[src/pkg/dcpm_pkg.sv]
// constants and types for the direct-control pin mode block
package dcpm_pkg;

    localparam int          DCPM_REG_W        = 8;
    localparam int          DCPM_FREQ_W       = 4;
    localparam int          DCPM_PIN_W        = 5;
    localparam int          DCPM_SYNC_STAGES  = 3;

    // general control register bit positions
    localparam int          GEN_MOD_EN_BIT    = 0;
    localparam int          GEN_BIAS_EN_BIT   = 4;
    localparam int          GEN_DIV2_BIT      = 6;

    localparam logic [7:0]  GEN_WRITE_MASK    = 8'h51;
    localparam logic [7:0]  TX_WRITE_MASK     = 8'h0F;
    localparam logic [7:0]  GEN_RESET_VAL     = 8'h00;
    localparam logic [7:0]  TX_RESET_VAL      = 8'h00;
    // direct mode: everything held at reset except bias and modulator enables
    localparam logic [7:0]  GEN_DIRECT_VAL    = 8'h11;
    localparam logic [1:0]  FREQ_UPPER_DIRECT = 2'h0;

    // shared pin indices in the synchronised vector
    localparam int          PIN_FREQ_LO       = 0;
    localparam int          PIN_LOW_POWER_N   = 1;
    localparam int          PIN_DIV_SELECT    = 2;
    localparam int          PIN_FREQ_HI       = 3;
    localparam int          PIN_BUS_DISABLE_N = 4;
    // idle levels: bus enabled, select inactive, not in low power
    localparam logic [4:0]  PIN_SYNC_RESET    = 5'h1A;

    typedef enum logic [0:0] {
        DCPM_MODE_SERIAL = 1'b0,
        DCPM_MODE_DIRECT = 1'b1
    } dcpm_mode_t;

endpackage : dcpm_pkg

[src/pkg/dcpm_sync_if.sv]
// carrier for synchronised pin levels between the synchroniser and the mode logic
`timescale 1ns/10ps
interface dcpm_sync_if #(
    parameter int WIDTH = 5
);
    logic [WIDTH-1:0] pinLevel;

    modport source (output pinLevel);
    modport sink   (input  pinLevel);
endinterface : dcpm_sync_if

[src/logic/dcpm_pin_sync.sv]
// three-stage pin synchroniser that accepts a change once stages two and three agree
`timescale 1ns/10ps
module dcpm_pin_sync
    import dcpm_pkg::*;
#(
    parameter int               WIDTH     = 5,
    parameter logic [WIDTH-1:0] RESET_VAL = '0
) (
    input  wire logic             ref_clk,
    input  wire logic             rst_n,
    input  wire logic [WIDTH-1:0] pinRaw,
    dcpm_sync_if.source           syncOut
);

    logic [WIDTH-1:0] stage1_reg;
    logic [WIDTH-1:0] stage2_reg;
    logic [WIDTH-1:0] stage3_reg;
    logic [WIDTH-1:0] level_reg;
    logic [WIDTH-1:0] level_next;

    always_comb begin
        level_next = level_reg;
        for (int i = 0; i < WIDTH; i++) begin
            if (stage2_reg[i] == stage3_reg[i]) begin
                level_next[i] = stage3_reg[i];
            end
        end
    end

    always_ff @(posedge ref_clk or negedge rst_n) begin
        if (!rst_n) begin
            stage1_reg <= RESET_VAL;
            stage2_reg <= RESET_VAL;
            stage3_reg <= RESET_VAL;
            level_reg  <= RESET_VAL;
        end else begin
            stage1_reg <= pinRaw;
            stage2_reg <= stage1_reg;
            stage3_reg <= stage2_reg;
            level_reg  <= level_next;
        end
    end

    assign syncOut.pinLevel = level_reg;

endmodule : dcpm_pin_sync

[src/logic/dcpm_direct_control.sv]
// shared-pin mode selection, register hold and direct-control decode
//
// Contract
// - A low serial-bus disable level turns off the serial bus and gives the four shared pins their direct-control meaning.
// - While that input is low, the bias supplies and the modulator are enabled as if their two general control bits were one.
// - While that input is low, every register is held at its reset value except the bias and modulator enables, which stay set.
// - In direct mode the first frequency pin drives bit 0 of the LO path frequency field.
// - In direct mode the second frequency pin drives bit 1 of that field, giving four settings with the first pin.
// - In direct mode a low level on the low-power pin puts the device in low power, and the outside party must always drive that pin.
// - In direct mode a low divider-select pin picks divide-by-two and a high one divide-by-four, the inverse of general control bit 6.
// - The serial-bus disable input reads high when nobody drives it, so an open pin selects serial operation.
// - Reset clears every bit of every register and leaves the device in powersave.
// - General control bit 6 set selects divide-by-two and clear selects divide-by-four.
`timescale 1ns/10ps
module dcpm_direct_control
    import dcpm_pkg::*;
(
    input  wire logic                   ref_clk,
    input  wire logic                   rst_n,
    // shared pins
    input  wire logic                   serialBusDisableNPin,
    input  wire logic                   serialBusDisableNDriven,
    input  wire logic                   pinCmdFreqLo,
    input  wire logic                   pinClkLowPowerN,
    input  wire logic                   pinDataDivSelIn,
    output logic                        pinDataDivSelOut,
    output logic                        pinDataDivSelOe,
    input  wire logic                   pinSelectFreqHi,
    // serial engine side
    input  wire logic                   generalReset,
    input  wire logic                   wrGenCtrl,
    input  wire logic                   wrTxCtrl,
    input  wire logic [DCPM_REG_W-1:0]  wrData,
    input  wire logic                   serialDataOut,
    output logic                        serialCmdIn,
    output logic                        serialClk,
    output logic                        serialSelectN,
    // control outputs to the analogue sections
    output logic                        directMode,
    output logic                        biasSupplyEnable,
    output logic                        modulatorEnable,
    output logic                        loDivideByTwo,
    output logic [DCPM_FREQ_W-1:0]      loPathFreq,
    output logic                        lowPower,
    output logic                        powersave,
    output logic [DCPM_REG_W-1:0]       genCtrlRead,
    output logic [DCPM_REG_W-1:0]       txCtrlRead
);

    dcpm_sync_if #(.WIDTH(DCPM_PIN_W)) syncBus ();

    logic [DCPM_PIN_W-1:0] pinRaw;
    logic                  busDisableNEff;

    // an undriven disable pin floats high through its pull-up
    assign busDisableNEff = serialBusDisableNDriven ? serialBusDisableNPin : 1'b1;

    always_comb begin
        pinRaw                    = '0;
        pinRaw[PIN_FREQ_LO]       = pinCmdFreqLo;
        pinRaw[PIN_LOW_POWER_N]   = pinClkLowPowerN;
        pinRaw[PIN_DIV_SELECT]    = pinDataDivSelIn;
        pinRaw[PIN_FREQ_HI]       = pinSelectFreqHi;
        pinRaw[PIN_BUS_DISABLE_N] = busDisableNEff;
    end

    dcpm_pin_sync #(
        .WIDTH     (DCPM_PIN_W),
        .RESET_VAL (PIN_SYNC_RESET)
    ) u_pin_sync (
        .ref_clk (ref_clk),
        .rst_n   (rst_n),
        .pinRaw  (pinRaw),
        .syncOut (syncBus.source)
    );

    logic [DCPM_PIN_W-1:0] pinLevel;
    assign pinLevel = syncBus.pinLevel;

    // mode state
    dcpm_mode_t mode_reg;
    dcpm_mode_t mode_next;

    always_comb begin
        mode_next = mode_reg;
        case (mode_reg)
            DCPM_MODE_SERIAL: begin
                if (!pinLevel[PIN_BUS_DISABLE_N]) begin
                    mode_next = DCPM_MODE_DIRECT;
                end
            end
            DCPM_MODE_DIRECT: begin
                if (pinLevel[PIN_BUS_DISABLE_N]) begin
                    mode_next = DCPM_MODE_SERIAL;
                end
            end
            default: begin
                mode_next = DCPM_MODE_SERIAL;
            end
        endcase
    end

    always_ff @(posedge ref_clk or negedge rst_n) begin
        if (!rst_n) begin
            mode_reg <= DCPM_MODE_SERIAL;
        end else begin
            mode_reg <= mode_next;
        end
    end

    // control registers
    logic [DCPM_REG_W-1:0] genCtrl_reg;
    logic [DCPM_REG_W-1:0] genCtrl_next;
    logic [DCPM_REG_W-1:0] txCtrl_reg;
    logic [DCPM_REG_W-1:0] txCtrl_next;

    always_comb begin
        genCtrl_next = genCtrl_reg;
        txCtrl_next  = txCtrl_reg;
        if (mode_reg == DCPM_MODE_DIRECT) begin
            genCtrl_next = GEN_DIRECT_VAL;
            txCtrl_next  = TX_RESET_VAL;
        end else if (generalReset) begin
            genCtrl_next = GEN_RESET_VAL;
            txCtrl_next  = TX_RESET_VAL;
        end else begin
            // reserved bits are kept at zero whatever is written
            if (wrGenCtrl) begin
                genCtrl_next = wrData & GEN_WRITE_MASK;
            end
            if (wrTxCtrl) begin
                txCtrl_next = wrData & TX_WRITE_MASK;
            end
        end
    end

    always_ff @(posedge ref_clk or negedge rst_n) begin
        if (!rst_n) begin
            genCtrl_reg <= GEN_RESET_VAL;
            txCtrl_reg  <= TX_RESET_VAL;
        end else begin
            genCtrl_reg <= genCtrl_next;
            txCtrl_reg  <= txCtrl_next;
        end
    end

    // output decode
    logic                   directMode_next;
    logic                   biasEn_next;
    logic                   modEn_next;
    logic                   div2_next;
    logic [DCPM_FREQ_W-1:0] freq_next;
    logic                   lowPower_next;
    logic                   powersave_next;
    logic                   cmdIn_next;
    logic                   sclk_next;
    logic                   selN_next;
    logic                   pinOut_next;
    logic                   pinOe_next;

    always_comb begin
        directMode_next = 1'b0;
        biasEn_next     = genCtrl_reg[GEN_BIAS_EN_BIT];
        modEn_next      = genCtrl_reg[GEN_MOD_EN_BIT];
        div2_next       = genCtrl_reg[GEN_DIV2_BIT];
        freq_next       = txCtrl_reg[DCPM_FREQ_W-1:0];
        lowPower_next   = 1'b0;
        powersave_next  = !genCtrl_reg[GEN_BIAS_EN_BIT] && !genCtrl_reg[GEN_MOD_EN_BIT];
        cmdIn_next      = 1'b0;
        sclk_next       = 1'b0;
        selN_next       = 1'b1;
        pinOut_next     = 1'b0;
        pinOe_next      = 1'b0;
        if (mode_reg == DCPM_MODE_DIRECT) begin
            directMode_next = 1'b1;
            biasEn_next     = 1'b1;
            modEn_next      = 1'b1;
            div2_next       = !pinLevel[PIN_DIV_SELECT];
            freq_next       = {FREQ_UPPER_DIRECT,
                               pinLevel[PIN_FREQ_HI],
                               pinLevel[PIN_FREQ_LO]};
            lowPower_next   = !pinLevel[PIN_LOW_POWER_N];
            powersave_next  = !pinLevel[PIN_LOW_POWER_N];
        end else begin
            // shared pins carry the serial bus; direct meanings unused
            cmdIn_next  = pinLevel[PIN_FREQ_LO];
            sclk_next   = pinLevel[PIN_LOW_POWER_N];
            selN_next   = pinLevel[PIN_FREQ_HI];
            pinOut_next = serialDataOut;
            pinOe_next  = !pinLevel[PIN_FREQ_HI];
        end
    end

    always_ff @(posedge ref_clk or negedge rst_n) begin
        if (!rst_n) begin
            directMode       <= 1'b0;
            biasSupplyEnable <= 1'b0;
            modulatorEnable  <= 1'b0;
            loDivideByTwo    <= 1'b0;
            loPathFreq       <= '0;
            lowPower         <= 1'b0;
            powersave        <= 1'b1;
            serialCmdIn      <= 1'b0;
            serialClk        <= 1'b0;
            serialSelectN    <= 1'b1;
            pinDataDivSelOut <= 1'b0;
            pinDataDivSelOe  <= 1'b0;
            genCtrlRead      <= GEN_RESET_VAL;
            txCtrlRead       <= TX_RESET_VAL;
        end else begin
            directMode       <= directMode_next;
            biasSupplyEnable <= biasEn_next;
            modulatorEnable  <= modEn_next;
            loDivideByTwo    <= div2_next;
            loPathFreq       <= freq_next;
            lowPower         <= lowPower_next;
            powersave        <= powersave_next;
            serialCmdIn      <= cmdIn_next;
            serialClk        <= sclk_next;
            serialSelectN    <= selN_next;
            pinDataDivSelOut <= pinOut_next;
            pinDataDivSelOe  <= pinOe_next;
            genCtrlRead      <= genCtrl_reg;
            txCtrlRead       <= txCtrl_reg;
        end
    end

endmodule : dcpm_direct_control

[config.mk]
export PLATFORM = sky130hd
export DESIGN_NAME = dcpm_direct_control
export DESIGN_NICKNAME = d
export VERILOG_FILES = /design/src/pkg/dcpm_pkg.sv /design/src/pkg/dcpm_sync_if.sv /design/src/logic/dcpm_pin_sync.sv /design/src/logic/dcpm_direct_control.sv
export SDC_FILE = /design/constraint.sdc
export NUM_CORES = 1
export LEC_CHECK = 0
export BUFFER_PORTS_ARGS = -buffer_cell sky130_fd_sc_hd__clkbuf_2
export CAP_MARGIN = 20
export CORE_AREA = 2 2 43 85
export CTS_CLUSTER_SIZE = 20
export DETAILED_ROUTE_END_ITERATION = 7
export DIE_AREA = 0 0 45 87
export GPL_TIMING_DRIVEN = 0
export HOLD_SLACK_MARGIN = 0.08
export PLACE_DENSITY = 0.77
export SLEW_MARGIN = 20
export SYNTH_ARGS = -nofsm -noshare
export SYNTH_HDL_FRONTEND = slang
export SYNTH_HIERARCHICAL = 1
export SYNTH_SLANG_ARGS = --single-unit
[constraint.sdc]
create_clock -name ref_clk -period 2.16 [get_ports ref_clk]
set_input_delay 0.432 -clock ref_clk [delete_from_list [all_inputs] [get_ports ref_clk]]
set_output_delay 0.432 -clock ref_clk [all_outputs]
set_load 0.005 [all_outputs]
==> run summary, run 1 <==
The placed instances occupy a cell area of 1920 sq um. The tools report the total die area as 3920 sq um. The run gives 1.14 ns as the post-place setup slack.

The worst reg2reg path startpoint is mode_reg. The fraction of the mapped netlist area in compound gates was 1.59%. After detailed routing, the number of vias per cell comes to 4.54. The first global-routing pass estimated 3510 microns of wire. Across all hold checks on the routed design, the worst slack comes to 0.174 ns. The number of H-tree levels is 2. Counting the fill cells in the layout gives 255.

The share of power burned in combinational logic is 8.7%. The wire-length estimate of the detail-placed layout is 1520 microns. Across the whole layout, storage elements account for 1270 sq um. The final critical path takes up 62.3% of the cycle. Aggregate global-route resource usage: 12.6%. Number of buffers added on ports: 38.

The number of global-route vias before repair was 798; the sequential share of power was 60.7%. A synthesized cell averages 16.7 sq um. The run gives 99 as the instance count of the mapped netlist.

The tools report the critical path endpoint category as an output port. The number of slew-limit violations in the final report came out at 0. The TritonCTS sink count is 50, and the initial core utilization is 50.1%. The run gives 0 as the hold violation count in the final report. Setup violations remaining at the end of the flow were counted as 0.

The worst path buffer plus inverter count is 1. The final setup TNS was 0 ns; the die outline width was 45 microns. The analysis attributes to net switching a power of 364 uW. The tools report the max-capacitance violation count as 0. The cell area power density is 860 nW/um^2, and the top cell type's share of synthesized area is 54.5%. Traced cell by cell, the critical path runs through clkbuf_2.

The run gives 51 as the number of placed I/O pins. The reported leakage power came out at 0.00104 uW. The biggest fanout along the worst timing path was 1; the cell row count was 30. Entering global routing, the biggest net connects 51 pins. By area the synthesized netlist is led by dfrtp_1 54%, dfstp_2 22%, mux2i_1 4.8%. STA puts the critical path data required time at 1.73 ns.

The synthesized design spends more area on one cell type than any other, namely dfrtp_1. The area used by multi-input combinational logic is 309 sq um, and the total wire length after detailed routing is 2120 microns. The number of antenna diodes in the final layout is 0.

Counting flops and latches in the post-synthesis netlist gives 50. During synthesis, Yosys emitted a total of 6 warnings. Setup repair after global routing left no endpoint under its margin. After Yosys synthesis, and, or, nand and nor cells account for 5.45% of the synthesized area.

The DRC violation count after routing was 0; the maximum clock insertion buffer count was 2. The area share of fa/ha/maj cells after synthesis works out to 3.40%. The number of hold buffers added after CTS was 0.

Cells with a size suffix above 1 make up 51.6% of the layout. The tools report the launching element of the worst setup path as powersave. Cell internal power was estimated by the tool at 1360 uW. The logs give 0 for the number of instances resized during post-cts repair and 743 MHz for the maximum operating frequency. The switching part of the total power was 21.1%; the TritonCTS buffer count was 5. Once detail routing completed, the nets flagged for antenna violations numbered 0. The first detailed-routing pass ran for 4 iterations.

In this run, distinct cell masters in the synthesized netlist total 17. The count of vias placed by the detailed router is 839. Global routing finished with a remaining overflow of 0. After layout, the minimum clock period comes to 1.35 ns. The tools report the clock network fraction of design power as 30.7%. After detailed routing, the average wire length per cell comes to 11.5 microns. In this design, the largest share of critical-path delay is due to flip-flops. Summing every instance area after synthesis gives 1650 sq um. Of the total synthesized cell area, the portion taken by XOR and XNOR cells is 0%. The total setup buffers inserted after CTS was 0. STA classifies the critical path startpoint as a flip-flop. The register area share after synthesis came out at 76.7%.

Once routing completed, OpenROAD measured the worst setup slack at 0.814 ns. The arrival time reported for the critical path endpoint was 0.91 ns; the net count of the finished layout was 172. The area growth from synthesis to layout is 21.3%. The clock reaches the later pin of the worst-skew pair after 0.30 ns. Measured against the total synthesized area, the mux share comes to 6.20%. The setup path with the least slack is of type reg2out. The die is 87 microns tall. The transition time at the pin with the least slew margin was 0.624 ns; the initial antenna violation count was 0.

The total core area came out at 3300 sq um. Worst-path cell with the longest stage delay: dfstp_2. The CTS clock-pin slew for the worst setup and hold paths is 0.08 ns. TritonCTS built the clock tree. The run finished with clean final reports.

After synthesis, the largest family of logic cells by area is buffers and inverters. For this block, the initial DRC count from the detailed router was 4. For this run, the slowest stage of the critical path takes 0.52 ns. The congestion estimate from routability-driven global placement came to 0.742. The tools report the headroom to the max-slew limit as 58.4%. IR analysis of the VDD net gives a maximum drop of 0.554 mV. The classification of the worst-slack hold path was in2async. Root buffer cell: clkbuf_8.

The final non-filler cell area is 2010 sq um, and the final setup skew is 0.00686 ns.
## cells in the mapped netlist
cell / count
dfrtp_1: 36
dfstp_2: 14
buf_4: 9
mux2i_1: 8
nor2b_1: 6
maj3_2: 5
nor3_1: 5
inv_1: 3
buf_6: 2
mux2_2: 2
o21bai_1: 2
or2_1: 2
clkbuf_2: 1
conb_1: 1
nand2b_1: 1
o21bai_2: 1
or2_4: 1
## final timing paths
kind / slack (ns) / cells after the start / to
min reg2reg: 0.35 / 0 / u_pin_sync/stage2_reg[3]
min: 0.17 / 1 / pinDataDivSelOe
min in group ref_clk: 0.21 / 1 / u_pin_sync/stage1_reg[3]
max in group asynchronous: 1.57 / 1 / loDivideByTwo
max reg2reg: 1.17 / 3 / modulatorEnable
max: 0.81 / 1 / powersave
## kinds of logic (layout without fill, tap and decap cells)
family / Yosys count / in the layout
AND/OR/NAND/NOR: 15 / 15
AO/OA/AOI/OAI: 3 / 3
other: 1 / 9
adder cells (fa/ha/maj): 5 / 5
buffers and inverters: 15 / 61
multiplexers: 10 / 10
flip-flops: 50 / 50
## layout by cell type, fill, tap and decap left out
cell type / netlist / routed
buf_4: 9 / 9
buf_6: 2 / 2
clkbuf_1: 0 / 2
clkbuf_2: 1 / 38
clkbuf_4: 0 / 1
clkbuf_8: 0 / 6
conb_1: 1 / 9
dfrtp_1: 36 / 36
dfstp_2: 14 / 14
inv_1: 3 / 3
maj3_2: 5 / 5
mux2_2: 2 / 2
mux2i_1: 8 / 8
nand2b_1: 1 / 1
nor2b_1: 6 / 6
nor3_1: 5 / 5
o21bai_1: 2 / 2
o21bai_2: 1 / 1
or2_1: 2 / 2
or2_4: 1 / 1
## cell type report
class / count / share of cell area, %
clock buffer: 8 / 4.49
multi-input combinational: 42 / 15.4
timing repair buffer: 38 / 9.60
inverter: 3 / 0.561
buffer: 12 / 4.74
tap: 32 / 2.00
sequential: 50 / 63.2
## routing by layer
layer | part of all wire, % | track usage, % | vias up
li1 | - | - | 402
met1 | 41 | 14.7 | 391
met2 | 48 | 18.6 | 39
met3 | 8.9 | 5.60 | 7
met4 | 2.6 | 7.75 | 0
met5 | 0 | 0 | -
## power by group through the flow
| stage | Sequential (uW) | Clock, uW | Combinational, uW |
|---|---|---|---|
| 5_1_grt | 1050 | 579 | 169 |
| 2_1_floorplan | 1070 | 0 | 69.2 |
| 3_5_place_dp | 1070 | 0 | 152 |
| 3_3_place_gp | 1060 | 0 | 149 |
| 4_1_cts | 1050 | 555 | 153 |
| 6_report | 1050 | 529 | 149 |
## metrics by stage
step	utilization, %	cells	total power (uW)
global route	60.8	185	1800
floorplan	-	107	1140
CTS	60.8	185	1760
global placement	58.0	177	1210
detailed placement	58.0	177	1220
finish	60.8	185	1720
Power figures use the tool's default switching activity.
==> inputs of run 2 (changes only) <==
ABC_AREA = 1   (was unset)
CORE_AREA = 2 2 47 92   (was 2 2 43 85)
DIE_AREA = 0 0 49 94   (was 0 0 45 87)
PLACE_DENSITY = 0.69   (was 0.77)
clock period = 1.15 ns   (was 2.16 ns; I/O delays follow)
==> run summary, run 2 <==
The flow ran to the end, and the final reports show no timing, DRC or antenna violations. Worst path buffer plus inverter count: 1. The maximum clock insertion buffer count is 2, and the die outline width is 49 microns. The initial antenna violation count was 0; the TritonCTS buffer count was 5.

The most frequent cell after synthesis is dfrtp_1. The tools report the root buffer cell as clkbuf_8. Net switching component of the power: 761 uW.

The transition time at the pin with the least slew margin was 0.640 ns. In this run the vertical extent of the chip is 94 microns. After synthesis, flip-flops and latches occupy 75.1% of the total area. The top cell type's share of synthesized area came out at 53.3%. The run gives 50 as the TritonCTS sink count.

The analysis attributes to cell leakage a power of 0.00116 uW. The share of cells above drive strength 1 was 36.8%. Max-cap violations in this run came to 0.

The hold violation count in the final report is 0, and the mean area per synthesized cell is 12.2 sq um. The run gives 2520 uW as the cell-internal power. Walking the worst path, the cells encountered are clkbuf_2. Global routing used 13.6% of the available tracks across all layers.

TritonCTS built the clock tree. The floorplan step defined a die boundary enclosing 4610 sq um. The multi-input combinational cells in the finished layout cover a total of 302 sq um.

Entering global routing, the biggest net connects 51 pins. The number of gates resized after CTS was 0. The number of slew-limit violations in the final report was 0; the initial core utilization was 43.5%.

The last weighted congestion value of the routability-driven placer was 0.706; the count of warnings emitted by yosys was 6. The area used by sequential logic in the layout came out at 1270 sq um. The largest individual stage delay along the critical path comes from the cell dfstp_2. The number of global-route vias before repair was 1014; the number of H-tree levels was 2. Measured against its own limit, the worst slew margin works out to 57.3%. The region available for standard cell placement spans 3880 sq um. The number of placed I/O pins came out at 51. For this run, the slowest stage of the critical path takes 0.52 ns. Yosys mapped the design onto 17 distinct sky130hd cell types.

For this run, asynchronously set or reset flops after synthesis account for 100%. The most used flip-flop cell after synthesis is dfrtp_1. The critical path data required time is 0.92 ns, and the arrival time reported for the critical path endpoint is 0.91 ns. For the count of antenna-violating nets left after detailed routing, the log shows 0. In the synthesized netlist, the number of instances is 139.

The cell area power density came out at 1530 nW/um^2. Type of origin of the critical path: a flip-flop. The final layout contains 220 nets. The number of setup buffers added after CTS is 0.

The maximum operating frequency was 874 MHz. The DRC violation count after routing is 0. The run gives 0.30 ns as the source-to-sink clock delay at the later pin of the worst-skew pair.

The min-delay analysis places its worst path in the category in2reg. The global-route wire length before repair was 4510 microns; the number of diodes was 0. The CTS clock-pin slew for the worst setup and hold paths is 0.08 ns.

The smallest clock period supported by the final layout is computed as 1.14 ns. By count the netlist is led by 36 x dfrtp_1, 21 x nand2_1, 21 x nor2_1. The worst setup path is captured at an output port.

Grouping stages by cell kind, the critical path spends the most delay in flip-flops. Setup repair after global routing could not meet its margin everywhere. The clock network fraction of design power was 29.2%; the post-synthesis instance area was 1690 sq um. Of the total power, the share spent switching nets is 23.2%.

The commonest non-fill, non-tap cell in the layout is clkbuf_2. The peak supply drop was 1.23 mV; the final setup TNS was 0 ns. By area the synthesized netlist is led by dfrtp_1 53%, dfstp_2 22%, nand2_1 4.7%. In this run the core area contains 32 standard-cell rows. The first TritonRoute pass finished after 3 iterations. The share of power burned in combinational logic is 10.0%. For the final database, setup skew stands at 0.00809 ns. Setup violations remaining at the end of the flow were counted as 0. The layout has 367 filler cells. In this run, the number of DRC markers left after iteration 0 of detailed routing was 18.

Biggest fanout along the worst timing path: 1. The largest total area in the synthesized netlist belongs to dfrtp_1. The register-to-register path setup slack is 0.14 ns, and the area added between synthesis and finish is 26.5%. The count of buffers added on input and output ports is 39. Synthesis inferred 50 register bits.

In the final routed layout, each cell accounts on average for 9.87 microns. The total power consumption of the routed design is 3280 uW, and the number of enable flip-flop cells after synthesis is 0. Registers are responsible for 60.8% of the overall power.

For this block, the routed nets add up to 2490 microns of wire. The total congestion overflow is 0, and the count of vias placed by the detailed router is 1041. Worst setup path category: reg2out. In the layout the commonest cells are 38 x clkbuf_2, 36 x dfrtp_1, 21 x nor2_1, 21 x nand2_1, 17 x inv_1.

The final critical path takes up 99.5% of the cycle. Using the TritonRoute via totals, the vias-per-cell ratio works out to 4.13.
-- run 2: cell types whose count changed in the layout (fill, tap and decap cells not counted), moves of 2 or more --
cell           before  now
nand2_1             0   21
mux2_2              2    0
mux2i_1             8    0
inv_1               3   17
dlygate4sd3_1       0    7
nor2b_1             6    0
a21oi_1             0    5
maj3_2              5    0
nor3_1              5    0
nand3_1             0    2
o21ai_0             0    6
or2_1               2    0
nor2_1              0   21
-- run 2: worst paths after layout --
check	start	to	cells past startpoint
worst max-delay path	serialSelectN	serialSelectN	1
worst min-delay path	serialDataOut	pinDataDivSelOut	3
worst max register to register	mode_reg	genCtrl_reg[4]	5
worst min register to register	u_pin_sync/stage1_reg[2]	u_pin_sync/stage2_reg[2]	0
max in group asynchronous	rst_n	pinDataDivSelOut	2
min in group asynchronous	rst_n	loDivideByTwo	2
-- run 2: stage by stage --
step | std cells | setup WS, ns | hold slack, ns | util (%) | area [sq um]
CTS | 252 | -0.00982 | 0.112 | 55.0 | 2140
floorplan | 147 | 0.235 | -0.0656 | - | 1720
global placement | 237 | -0.107 | 0.318 | 50.9 | 1980
finish | 252 | 0.00586 | 0.121 | 55.0 | 2140
global route | 252 | -0.0297 | 0.143 | 55.0 | 2140
detailed placement | 237 | 0.148 | 0.316 | 51.0 | 1980
-- run 2: worst register-to-register path, cell delays in order, from the launching register on --
cell and delay [ns]:
dfrtp_1 0.40, buf_6 0.16, nor2_8 0.15, nand2_1 0.08
nand2_1 0.07, nand2_1 0.04
-- run 2: area by class of cell --
| type | count | area share (%) |
|---|---|---|
| clock buffers | 6 | 3.40 |
| multi-input cells | 69 | 14.1 |
| well taps | 51 | 2.99 |
| flip-flops and latches | 50 | 59.4 |
| repair buffers | 46 | 12.5 |
| inverters | 18 | 3.28 |
| plain buffers | 10 | 3.69 |
| clock inverters | 2 | 0.644 |
-- run 2: kinds of logic (layout without fill, tap and decap cells) --
group | Yosys count | count (layout) | synth area share (%)
AOI/OAI and AO/OA | 13 | 13 | 4.00
other | 1 | 9 | 0.222
DFF | 50 | 50 | 75.1
buffers and inverters | 28 | 82 | 8.81
and+or+nand+nor | 47 | 47 | 11.9
-- run 2: metal layers --
metal  track usage (%)  part of all wire [%]
met1              15.6                    40
met2              21.6                    52
met3              3.82                   5.1
met4              9.29                   2.4
met5                 0                     0
-- run 2: what timing repair did --
| action | in CTS | in global routing |
|---|---|---|
| endpoints found under the setup margin | 1 | 2 |
| hold endpoints to repair | 41 | 0 |
| hold buffers | 7 | 0 |
-- run 2: power by group through the flow --
stage / combinational (uW) / sequential, uW / clock, uW
global route: 380 / 2010 / 1060
CTS: 333 / 2000 / 993
detailed placement: 314 / 2030 / 0
floorplan: 139 / 2030 / 0
global placement: 307 / 2020 / 0
finish: 327 / 1990 / 958
